### config.mk
export PLATFORM = sky130hd
export DESIGN_NAME = fdma_regs
export DESIGN_NICKNAME = d
export VERILOG_FILES = /design/src/core/fdma_pkg.sv /design/src/core/fdma_regs.sv
export SDC_FILE = /design/constraint.sdc
export NUM_CORES = 1
export LEC_CHECK = 0
export BUFFER_PORTS_ARGS = -buffer_cell sky130_fd_sc_hd__buf_2
export CAP_MARGIN = 15
export CORE_MARGIN = 8
export CORE_UTILIZATION = 65
export CTS_BUF_LIST = sky130_fd_sc_hd__clkbuf_4 sky130_fd_sc_hd__clkbuf_8
export DETAILED_ROUTE_END_ITERATION = 6
export MAX_ROUTING_LAYER = met4
export PLACE_DENSITY = 0.89
export SETUP_SLACK_MARGIN = 0.2
export SYNTH_ARGS = -nofsm -noshare
export SYNTH_HDL_FRONTEND = slang
export SYNTH_HIERARCHICAL = 1
export SYNTH_SLANG_ARGS = --single-unit
export TNS_END_PERCENT = 20
### constraint.sdc
create_clock -name clk -period 13.1 [get_ports clk]
set_clock_uncertainty 0.15 [all_clocks]
set_input_delay 0.655 -clock clk [delete_from_list [all_inputs] [get_ports clk]]
set_output_delay 0.655 -clock clk [all_outputs]
set_load 0.05 [all_outputs]
### src/core/fdma_pkg.sv
// constants for the four-channel dma register block
`default_nettype none
package fdma_pkg;
    // host port offsets
    localparam logic [7:0] REG_CHAN_LAST = 8'h07;
    localparam logic [7:0] REG_MASK = 8'h0a;
    localparam logic [7:0] REG_MODE = 8'h0b;
    localparam logic [7:0] REG_FF_CLR = 8'h0c;
    localparam logic [7:0] REG_PAGE_CH1 = 8'h83;
    localparam logic [7:0] REG_PAGE_CH2 = 8'h81;
    localparam logic [7:0] REG_PAGE_CH3 = 8'h82;
    // mode byte: bits 7:2 are stored per channel, bits 1:0 pick it
    localparam int MODE_STORE_LSB = 2;
    localparam int ST_TYPE_LSB = 0;
    localparam int ST_AUTO = 2;
    localparam int ST_DIR = 3;
    localparam int ST_SVC_LSB = 4;
    localparam int MASK_SET_BIT = 2;
    localparam int PAGE_BITS = 4;
    // service and transfer codes
    localparam logic [1:0] SVC_DEMAND = 2'h0;
    localparam logic [1:0] SVC_SINGLE = 2'h1;
    localparam logic [1:0] SVC_BLOCK = 2'h2;
    localparam logic [1:0] TYPE_VERIFY = 2'h0;
    localparam logic [1:0] TYPE_WRITE = 2'h1;
    localparam logic [1:0] TYPE_READ = 2'h2;
    // reset values and counts
    localparam logic [3:0] MASK_RESET = 4'hf;
    localparam logic [5:0] MODE_RESET = 6'h00;
    localparam logic [15:0] WORD_RESET = 16'h0000;
    localparam logic [7:0] PAGE_RESET = 8'h00;
    localparam logic [15:0] LEN_LAST = 16'h0001;
    localparam logic [15:0] ONE = 16'h0001;
endpackage : fdma_pkg
`default_nettype wire

### src/core/fdma_regs.sv
// four-channel byte dma: register port, channel engine and fifo
`default_nettype none

module fdma_fifo #(
    parameter int WIDTH = 8,
    parameter int DEPTH = 4
) (
    // clock and reset
    input wire logic clk,
    input wire logic sys_rst,
    // fill side
    input wire logic [WIDTH-1:0] inData,
    input wire logic inValid,
    output logic inReady,
    // drain side
    output logic [WIDTH-1:0] outData,
    output logic outValid,
    input wire logic outReady
);
    localparam int AW = $clog2(DEPTH);
    localparam int CW = AW + 1;
    localparam logic [CW-1:0] FULL = CW'(DEPTH);

    logic [WIDTH-1:0] mem [DEPTH];
    logic [AW-1:0] wrPtr;
    logic [AW-1:0] rdPtr;
    logic [CW-1:0] count;

    wire push = inValid & inReady;
    wire pop = outValid & outReady;
    wire [CW-1:0] next_count = count + CW'(push) - CW'(pop);

    assign outValid = count != '0;
    assign outData = mem[rdPtr];

    always_ff @(posedge clk)
    begin
        if (push)
            mem[wrPtr] <= inData;
    end

    // ready is registered so the card sees a flop
    always_ff @(posedge clk or posedge sys_rst)
    begin
        if (sys_rst)
        begin
            wrPtr <= '0;
            rdPtr <= '0;
            count <= '0;
            inReady <= 1'b1;
        end
        else
        begin
            wrPtr <= wrPtr + AW'(push);
            rdPtr <= rdPtr + AW'(pop);
            count <= next_count;
            inReady <= next_count != FULL;
        end
    end
endmodule : fdma_fifo

module fdma_regs #(
    parameter int FIFO_DEPTH = 4
) (
    // clock and reset
    input wire logic clk,
    input wire logic sys_rst,
    // host i/o port
    input wire logic [7:0] ioAddr,
    input wire logic ioWrite,
    input wire logic ioRead,
    input wire logic [7:0] ioWrData,
    output logic [7:0] ioRdData,
    // card request pins
    input wire logic [3:0] dmaReqPin,
    output logic [3:0] dmaAck,
    // card byte streams
    input wire logic [7:0] perInData,
    input wire logic perInValid,
    output logic perInReady,
    output logic [7:0] perOutData,
    output logic perOutValid,
    // system memory
    output logic [19:0] memAddr,
    output logic memWrite,
    output logic [7:0] memWrData,
    output logic memRead,
    input wire logic [7:0] memRdData,
    input wire logic memRdValid
);
    typedef enum logic [1:0] {ST_IDLE, ST_XFER, ST_WAIT} fdma_state_t;

    logic [3:0] reqMeta;
    logic [3:0] reqSync;
    logic bytePtr;
    logic [15:0] baseAddr [4];
    logic [15:0] curAddr [4];
    logic [15:0] baseLen [4];
    logic [15:0] curLen [4];
    logic [5:0] mode [4];
    logic [7:0] page [4];
    logic [3:0] mask;
    logic [3:0] tcFlag;
    fdma_state_t state;
    logic [1:0] act;

    // host decode
    wire chanHit = ioAddr <= fdma_pkg::REG_CHAN_LAST;
    wire chanWr = ioWrite & chanHit;
    wire chanAcc = (ioWrite | ioRead) & chanHit;
    wire [1:0] regCh = ioAddr[2:1];
    wire regIsLen = ioAddr[0];
    wire modeWr = ioWrite & (ioAddr == fdma_pkg::REG_MODE);
    wire maskWr = ioWrite & (ioAddr == fdma_pkg::REG_MASK);
    wire ffClr = ioWrite & (ioAddr == fdma_pkg::REG_FF_CLR);
    wire statusRd = ioRead & (ioAddr == fdma_pkg::REG_MODE);
    wire [1:0] wrCh = ioWrData[1:0];
    wire [3:0] pageHit = {ioAddr == fdma_pkg::REG_PAGE_CH3,
                          ioAddr == fdma_pkg::REG_PAGE_CH2,
                          ioAddr == fdma_pkg::REG_PAGE_CH1, 1'b0};
    wire [1:0] pageIdx = pageHit[1] ? 2'h1 : pageHit[2] ? 2'h2 : 2'h3;

    // read data selection
    wire [15:0] chanVal = regIsLen ? curLen[regCh] : curAddr[regCh];
    wire [7:0] chanByte = bytePtr ? chanVal[15:8] : chanVal[7:0];
    wire [7:0] statusByte = {reqSync, tcFlag};
    wire [7:0] rdMux = chanHit ? chanByte
                     : (ioAddr == fdma_pkg::REG_MODE) ? statusByte
                     : (|pageHit) ? page[pageIdx] : 8'h00;

    // active channel fields
    wire [5:0] actMode = mode[act];
    wire [1:0] actType = actMode[fdma_pkg::ST_TYPE_LSB +: 2];
    wire [1:0] actSvc = actMode[fdma_pkg::ST_SVC_LSB +: 2];
    wire actDir = actMode[fdma_pkg::ST_DIR];
    wire actAuto = actMode[fdma_pkg::ST_AUTO];
    wire actFinal = curLen[act] == fdma_pkg::LEN_LAST;
    wire actLive = ~mask[act];
    wire isWrite = actType == fdma_pkg::TYPE_WRITE;
    wire isRead = actType == fdma_pkg::TYPE_READ;
    wire [19:0] physAddr = {page[act][fdma_pkg::PAGE_BITS-1:0], curAddr[act]};

    // engine decisions
    wire fifoValid;
    wire [7:0] fifoData;
    wire inXfer = (state == ST_XFER) & actLive;
    wire fifoTake = inXfer & isWrite;
    wire doStep = (inXfer & ((isWrite & fifoValid) | (~isWrite & ~isRead)))
                | ((state == ST_WAIT) & memRdValid);
    wire keepGoing = ~actFinal & ((actSvc == fdma_pkg::SVC_BLOCK)
                   | ((actSvc == fdma_pkg::SVC_DEMAND) & reqSync[act]));
    wire [3:0] eligible = reqSync & ~mask;
    wire [1:0] pickCh = eligible[0] ? 2'h0 : eligible[1] ? 2'h1
                      : eligible[2] ? 2'h2 : 2'h3;

    // card bytes bound for memory, one byte per transfer
    fdma_fifo #(
        .WIDTH(8),
        .DEPTH(FIFO_DEPTH)
    ) u_fifo (
        .clk(clk),
        .sys_rst(sys_rst),
        .inData(perInData),
        .inValid(perInValid),
        .inReady(perInReady),
        .outData(fifoData),
        .outValid(fifoValid),
        .outReady(fifoTake)
    );

    // request pins cross in through two flops
    always_ff @(posedge clk or posedge sys_rst)
    begin
        if (sys_rst)
        begin
            reqMeta <= 4'h0;
            reqSync <= 4'h0;
        end
        else
        begin
            reqMeta <= dmaReqPin;
            reqSync <= reqMeta;
        end
    end

    always_ff @(posedge clk or posedge sys_rst)
    begin
        if (sys_rst)
            bytePtr <= 1'b0;
        else if (ffClr)
            bytePtr <= 1'b0;
        else if (chanAcc)
            bytePtr <= ~bytePtr;
    end

    always_ff @(posedge clk or posedge sys_rst)
    begin
        if (sys_rst)
            ioRdData <= 8'h00;
        else if (ioRead)
            ioRdData <= rdMux;
    end

    for (genvar c = 0; c < 4; c++)
    begin : g_ch
        wire hostHit = chanWr & (regCh == 2'(c));
        wire stepHit = doStep & (act == 2'(c));
        wire restore = stepHit & actFinal & actAuto;
        wire selHit = wrCh == 2'(c);

        // host writes hit both start and current copies
        always_ff @(posedge clk or posedge sys_rst)
        begin
            if (sys_rst)
            begin
                baseAddr[c] <= fdma_pkg::WORD_RESET;
                curAddr[c] <= fdma_pkg::WORD_RESET;
            end
            else if (hostHit & ~regIsLen)
            begin
                if (bytePtr)
                begin
                    baseAddr[c][15:8] <= ioWrData;
                    curAddr[c][15:8] <= ioWrData;
                end
                else
                begin
                    baseAddr[c][7:0] <= ioWrData;
                    curAddr[c][7:0] <= ioWrData;
                end
            end
            else if (restore)
                curAddr[c] <= baseAddr[c];
            else if (stepHit)
                curAddr[c] <= actDir ? curAddr[c] - fdma_pkg::ONE
                                     : curAddr[c] + fdma_pkg::ONE;
        end

        always_ff @(posedge clk or posedge sys_rst)
        begin
            if (sys_rst)
            begin
                baseLen[c] <= fdma_pkg::WORD_RESET;
                curLen[c] <= fdma_pkg::WORD_RESET;
            end
            else if (hostHit & regIsLen)
            begin
                if (bytePtr)
                begin
                    baseLen[c][15:8] <= ioWrData;
                    curLen[c][15:8] <= ioWrData;
                end
                else
                begin
                    baseLen[c][7:0] <= ioWrData;
                    curLen[c][7:0] <= ioWrData;
                end
            end
            else if (restore)
                curLen[c] <= baseLen[c];
            else if (stepHit)
                curLen[c] <= curLen[c] - fdma_pkg::ONE;
        end

        always_ff @(posedge clk or posedge sys_rst)
        begin
            if (sys_rst)
            begin
                mode[c] <= fdma_pkg::MODE_RESET;
                page[c] <= fdma_pkg::PAGE_RESET;
            end
            else
            begin
                if (modeWr & selHit)
                    mode[c] <= ioWrData[7:fdma_pkg::MODE_STORE_LSB];
                if (ioWrite & pageHit[c])
                    page[c] <= ioWrData;
            end
        end

        // a finished block without reload masks itself
        always_ff @(posedge clk or posedge sys_rst)
        begin
            if (sys_rst)
                mask[c] <= fdma_pkg::MASK_RESET[c];
            else if (stepHit & actFinal & ~actAuto)
                mask[c] <= 1'b1;
            else if (maskWr & selHit)
                mask[c] <= ioWrData[fdma_pkg::MASK_SET_BIT];
        end

        // set beats the clear done by a status read
        always_ff @(posedge clk or posedge sys_rst)
        begin
            if (sys_rst)
                tcFlag[c] <= 1'b0;
            else if (stepHit & actFinal)
                tcFlag[c] <= 1'b1;
            else if (statusRd)
                tcFlag[c] <= 1'b0;
        end
    end

    // channel engine
    always_ff @(posedge clk or posedge sys_rst)
    begin
        if (sys_rst)
        begin
            state <= ST_IDLE;
            act <= 2'h0;
            dmaAck <= 4'h0;
            memAddr <= 20'h00000;
            memWrite <= 1'b0;
            memWrData <= 8'h00;
            memRead <= 1'b0;
            perOutData <= 8'h00;
            perOutValid <= 1'b0;
        end
        else
        begin
            memWrite <= 1'b0;
            memRead <= 1'b0;
            perOutValid <= 1'b0;
            case (state)
                ST_IDLE:
                begin
                    if (|eligible)
                    begin
                        act <= pickCh;
                        dmaAck <= 4'h1 << pickCh;
                        state <= ST_XFER;
                    end
                end
                ST_XFER:
                begin
                    if (!actLive)
                    begin
                        dmaAck <= 4'h0;
                        state <= ST_IDLE;
                    end
                    else if (isRead)
                    begin
                        memRead <= 1'b1;
                        memAddr <= physAddr;
                        state <= ST_WAIT;
                    end
                    else if (doStep)
                    begin
                        memWrite <= isWrite;
                        memAddr <= physAddr;
                        memWrData <= fifoData;
                        dmaAck <= keepGoing ? dmaAck : 4'h0;
                        state <= keepGoing ? ST_XFER : ST_IDLE;
                    end
                end
                ST_WAIT:
                begin
                    if (memRdValid)
                    begin
                        perOutData <= memRdData;
                        perOutValid <= 1'b1;
                        dmaAck <= keepGoing ? dmaAck : 4'h0;
                        state <= keepGoing ? ST_XFER : ST_IDLE;
                    end
                end
                default:
                    state <= ST_IDLE;
            endcase
        end
    end
endmodule : fdma_regs
`default_nettype wire

[Yosys cells after proc, flatten, opt, wreduce, memory -nomap -nowiden]
Memory sizes are Yosys's and may differ from the RTL's. A register that Yosys moved wholly into a read port is not among the register bits.
Index checks and enable logic that the tools add are counted.
Cells by class
  add/sub/neg operators: 16
  magnitude comparators: 5
  equality and inequality tests: 43
  shift operators: 1
  muxes and demuxes: 107
  bitwise operators: 71
  reductions and logical operators: 65
Operators by type and width (count)
  $mux 16: 37
  $bmux 16 s2: 4
  $sub 16x1->16 const B: 8
  $reduce_and 2->1: 34
  $add 16x1->16 const B: 4
  $mux 8: 8
  $and 1x1->1: 55
  $mux 20: 2
  $ne 2x2->1 const B: 18
  $bmux 8 s2: 2
  $mux 4: 8
  $mux 1: 31
  $reduce_bool 3->1: 10
  $eq 8x4->1 const B: 3
  $eq 8x8->1 const B: 3
  $reduce_bool 2->1: 10
  $eq 2x2->1 const B: 9
  $eq 16x1->1 const B: 1
  $mux 2: 8
  $bmux 6 s2: 1
  $mux 6: 2
  $pmux 4 s3: 1
  $eq 2x1->1 const B: 5
  $logic_not 2->1: 5
  other kinds (22): 39
Word-level totals
  register bits: 376
  memory bits (writable): 32
  bits of input ports: 42
  output and inout port bits: 52
  logic and storage cells: 372
  memories: 1
Memories
  u_fifo.mem: depth 4, width 8, read ports 1, clocked after Yosys merged registers in 1, wr ports 1, line fdma_regs.sv:24  | logic [WIDTH-1:0] mem [DEPTH];

[Depth between registers and ports, before layout]
  word-level depth: 15
  depth in mapped cells: 13
  mapped depth without buffers: 10

[By module]
Netlist, hierarchy kept.
Modules (own cells, without submodules)
  fdma_regs: times used 1, cells an instance 2184, area each 22484.1 um^2, sequential area each 9414.0 um^2
  fdma_fifo: times used 1, cells an instance 72, area each 1540.2 um^2, sequential area each 1162.4 um^2

[Least setup slack after synthesis]
Ideal clock, no wire load.
  kind: flip-flop to flip-flop
  from: register act[1]
  to: register curAddr[60] (netlist name)
  library setup time: 0.064 ns
  arrival time: 3.623 ns
  data required time: 12.886 ns
  setup slack: 9.263 ns
  cell stages (with the launch flop): 12
  buffers on the path: 1
  clock period less this slack: 3.837 ns
  cells stage by stage: dfrtp_1 buf_6 mux4_2 fa_1 a211o_1 a21boi_0 o31ai_1 o41ai_1 xnor2_1 nand2_1 a311oi_1 a21o_1
Between the ends
  cells in the longest elaborated chain, start to end: 15
  elaborated cells on any way between the ends: 31
  those cells by class: eq/ne: 3; mux: 12; bitwise: 13; reduce/logical: 3
RTL lines
  from (decl): line fdma_regs.sv:105  | logic [1:0] act;
  from (signal assigned): line fdma_regs.sv:329  | act <= pickCh;
  $not 2->3 (not written as such): line fdma_regs.sv:132, fdma_regs.sv:137
  $bmux 6 s2: line fdma_regs.sv:132  | wire [5:0] actMode = mode[act];
  $mux 6 (not written as such) (2 in series): line fdma_regs.sv:132
  $eq 2x1->1 or $eq 2x2->1 (tied branches): line fdma_regs.sv:139, fdma_regs.sv:140
  $not 1->1, on equally long branches
  $and 1x1->1: line fdma_regs.sv:148  | wire doStep = (inXfer & ((isWrite & fifoValid) | (~isWrite & ~isRead)))
  $or 1x1->1: line fdma_regs.sv:148
  $and 1x1->1: line fdma_regs.sv:148
  $or 1x1->1: line fdma_regs.sv:149  | | ((state == ST_WAIT) & memRdValid);
  $and 1x1->1: line fdma_regs.sv:207  | wire stepHit = doStep & (act == 2'(c));
  $and 1x1->1 (2 in series): line fdma_regs.sv:208  | wire restore = stepHit & actFinal & actAuto;
  $reduce_bool 3->1 (no source line) or $mux 16 (tied branches)
  $reduce_and 2->1 (no source line) or $mux 16 (tied branches)
  to (signal, indexed assignment): line fdma_regs.sv:217  | curAddr[c] <= fdma_pkg::WORD_RESET;
  to (signal, indexed assignment): line fdma_regs.sv:224  | curAddr[c][15:8] <= ioWrData;
  to (signal, indexed assignment): line fdma_regs.sv:229  | curAddr[c][7:0] <= ioWrData;
  to (decl): line fdma_regs.sv:97  | logic [15:0] curAddr [4];
Parallel ways exist; a longest one is shown, timed or not. The select of a mux whose other input is x is not followed.
A chain may end at the register's enable or synchronous reset.

[Worst setup path after layout]
  from: register act[0]
  to: register curAddr[60] (netlist name)
The elaborated chain is that of the path after synthesis.

==> results.cfg <==
[sta]
min_period_ns = 4.532
setup_slack_ns = 8.568
holdWs_ns = 0.08002
slew_viol_final = 0
slew_headroom = 0.1889
hold_viol_final = 0
tightest_slew_ns = 1.213
max_freq_mhz = 220.7
finalCritPeriodShare = 0.3459
rsz0062_at_grt = false
finalSetupViolCount = 0
setup-tns-final_ns = 0

[synth]
synth_area_mm2 = 0.02402
yosys.area_share.simple = 0.1278
synth_xor_area_frac = 0.03198
synth-seq-area-share = 0.4402
synth_top_family_by_area = multiplexers
syn_inst = 2256
syn-num-nets = 2370
synthMuxAreaShare = 0.1818
synth_fa_ha_area_frac = 0.03906
synth_edf_count = 32
async_reset_ff_frac = 0.9231
ys_ff_latch = 416
synth_cell_types = 89
synth_compound_area_frac = 0.1485
syn_avg_cell_area_um2 = 10.65
yosysWarnings = 6
synth-main-ff-cell = dfrtp_1

[clock_network]
clkTransAtPathRegs_ns = 0.07
clk_path_buf_depth = 3
cts_resized = 0
cts_tree = yes
root_buffer = clkbuf_8
cts_sinks = 416
cts-htree-levels = 3
postCtsHoldBufs = 5
worstSkewPairLatency_ns = 0.65
cts_made_buffers = 70
cts_setup_buffers = 0

[drt]
dr.pass1.iters = 6
vias = 19930
drt_iter0_drc = 2461
drc = 0
vias_per_cell = 6.996
wl_um = 71270
wl_per_cell_um = 25.01
ant_nets = 0

[die]
initial_core_util = 0.6578
pin_count = 94
floorplan.die.height_um = 208.3
row_count = 70
core-area_mm2 = 0.03652
die_w_um = 208.3
dieArea_mm2 = 0.04337

[critical_path]
cp_top_family = compound AO/OA/AOI/OAI gates
cp_cell_sequence = buf_4 > mux4_2 > buf_4 > ha_1 > a211o_1 > a21boi_0 > o31ai_1 > o41ai_1 > xnor2_1 > nand2_1 > a311oi_1 > a21o_1
critPathMaxFanout = 64
crit_type = flip-flop to flip-flop
crit_top_cell = buf_4
worstSetupStartpointType = flip-flop
critical_path.max_stage_delay_ns = 0.62
endpoint_kind = flip-flop
crit_buf_inv = 2
worstPathArrival_ns = 4.97
required_ns = 13.54
slowest_stage = buf_4

[finish]
fill_cells = 2412
layout_commonest_cell = dfrtp_1
multiInputGateArea_mm2 = 0.01272
area_growth_pct = 9.713
ff_latch_area_mm2 = 0.01058
layout-drive-gt1-share = 0.2451
nNetsFinal = 2438
stdcell_count = 2849
final_cell_mix = 377 x dfrtp_1, 222 x nor2_1, 220 x mux2_2

[placed_design]
io_buffers = 93
detailedPlace.worstSlack_ns = 8.726
dp_cells = 2712
hpwlAfterDp_um = 47470
gp_congestion = 1.054

[grt]
track_usage = 0.3346
grt_max_degree = 99
grt_pass1_wl_um = 111500
antenna_found_initial = 2
grt_pass1_vias = 20050
gr-total-overflow = 0

[power]
p_leak_nw = 12.09
power_density_mw_per_mm2 = 190.0
worst_ir_drop_vdd_uv = 102.3
p_total_mw = 5.009

[worst_hold_path]
hp-class = input pin to flip-flop

[run_status]
outcome = complete, no violations

[run]
drv_cap = 0
## flip-flops by register name, summed over array words and instances (netlist names), 8 cells and up
name	cells
baseLen	64
baseAddr	64
perOutData	8
mode	24
memWrData	8
memAddr	20
curLen	64
curAddr	64
page	24
u_fifo/mem	32
ioRdData	8
## worst register-to-register path, stage by stage, from the launching register on
cell,delay [ns]
dfrtp_2,0.35
buf_4,0.51
mux4_2,0.33
buf_4,0.62
ha_1,0.44
a211o_1,0.30
a21boi_0,0.29
o31ai_1,0.16
o41ai_1,0.57
xnor2_1,0.19
nand2_1,0.07
a311oi_1,0.35
a21o_1,0.13
## through the flow
| step | instance area [um2] | utilization |
|---|---|---|
| after floorplan | 24020 | - |
| after global placement | 24720 | 0.6768 |
| after detailed placement | 24730 | 0.6770 |
| after CTS | 26330 | 0.7210 |
| after global routing | 26360 | 0.7217 |
| final | 26360 | 0.7217 |
## path summary, 6_finish.rpt
| path | start | endpoint | slack (ns) | cells past startpoint |
|---|---|---|---|---|
| hold reg to reg | reqMeta[1] | reqSync[1] | 0.21 | 0 |
| setup reg to reg | act[0] | curAddr[60] | 8.57 | 12 |
| min in group asynchronous | sys_rst | u_fifo/count[1] | 0.41 | 3 |
| max in group asynchronous | sys_rst | bytePtr | 8.94 | 6 |
| hold / removal | memRdData[6] | perOutData[6] | 0.08 | 3 |
| setup / recovery | act[0] | curAddr[60] | 8.57 | 12 |
## area by class of cell
| class | count | share of cell area |
|---|---|---|
| multi-input combinational | 1664 | 0.4828 |
| antenna | 2 | 0.0001899 |
| clock buffer | 113 | 0.05307 |
| timing repair buffer | 127 | 0.02772 |
| sequential | 416 | 0.4014 |
| inverter | 45 | 0.006693 |
| clock inverter | 14 | 0.005981 |
| tap | 468 | 0.02222 |
## per-layer routing
layer	routed length, um	part of all wire	vias to the layer above	global-route usage
met4	4215	0.059	0	0.1904
met2	32690	0.46	1328	0.5020
met1	25750	0.36	9770	0.4079
met3	8609	0.12	316	0.09018
li1	-	-	8517	-
met5	0	0	-	-
## cell usage after synthesis (8+ instances only)
library cell,n,area (um2)
inv_1,44,165.2
o31ai_1,29,217.7
a21o_1,31,232.7
a22oi_1,9,67.56
clkbuf_1,88,330.3
o22ai_1,13,81.33
a21oi_1,105,525.5
buf_4,8,60.06
nor4_1,10,62.56
o211ai_1,21,157.7
a311oi_1,11,96.34
xor2_1,48,420.4
edfxtp_1,32,960.9
nor2b_1,20,125.1
a211o_1,9,78.83
nor2_1,222,833.3
buf_1,13,48.80
mux2i_1,29,290.3
mux4_2,71,1599
nand2b_1,25,156.4
xnor2_1,37,324.1
and2_1,10,62.56
nand2_1,207,777.0
nand4_1,8,50.05
a221oi_1,10,87.58
or3_1,17,106.4
mux2_2,220,2477
o21ai_0,92,460.4
dfrtp_1,379,9484
nor3b_1,8,60.06
and3_1,15,93.84
nand3_1,24,120.1
or2_2,10,62.56
buf_2,19,95.09
nor3_1,48,240.2
a211oi_1,45,337.8
o22a_1,12,105.1
ha_1,67,838.3
a31oi_1,50,312.8
o21a_1,9,67.56
## where the power goes
part           internal [mW]  switching (mW)  leakage, nW
clock                  0.737           0.547        0.820
combinational          0.732            1.05         5.99
sequential              1.56           0.381         5.28
total                   3.03            1.98         12.1
## cell families after synthesis
kind of cell | after synthesis
simple gates | 656
fa+ha+maj | 72
buf+inv | 176
xor+xnor | 86
mux | 320
compound gates | 530
flops | 416
(Power assumes the default switching activity.)
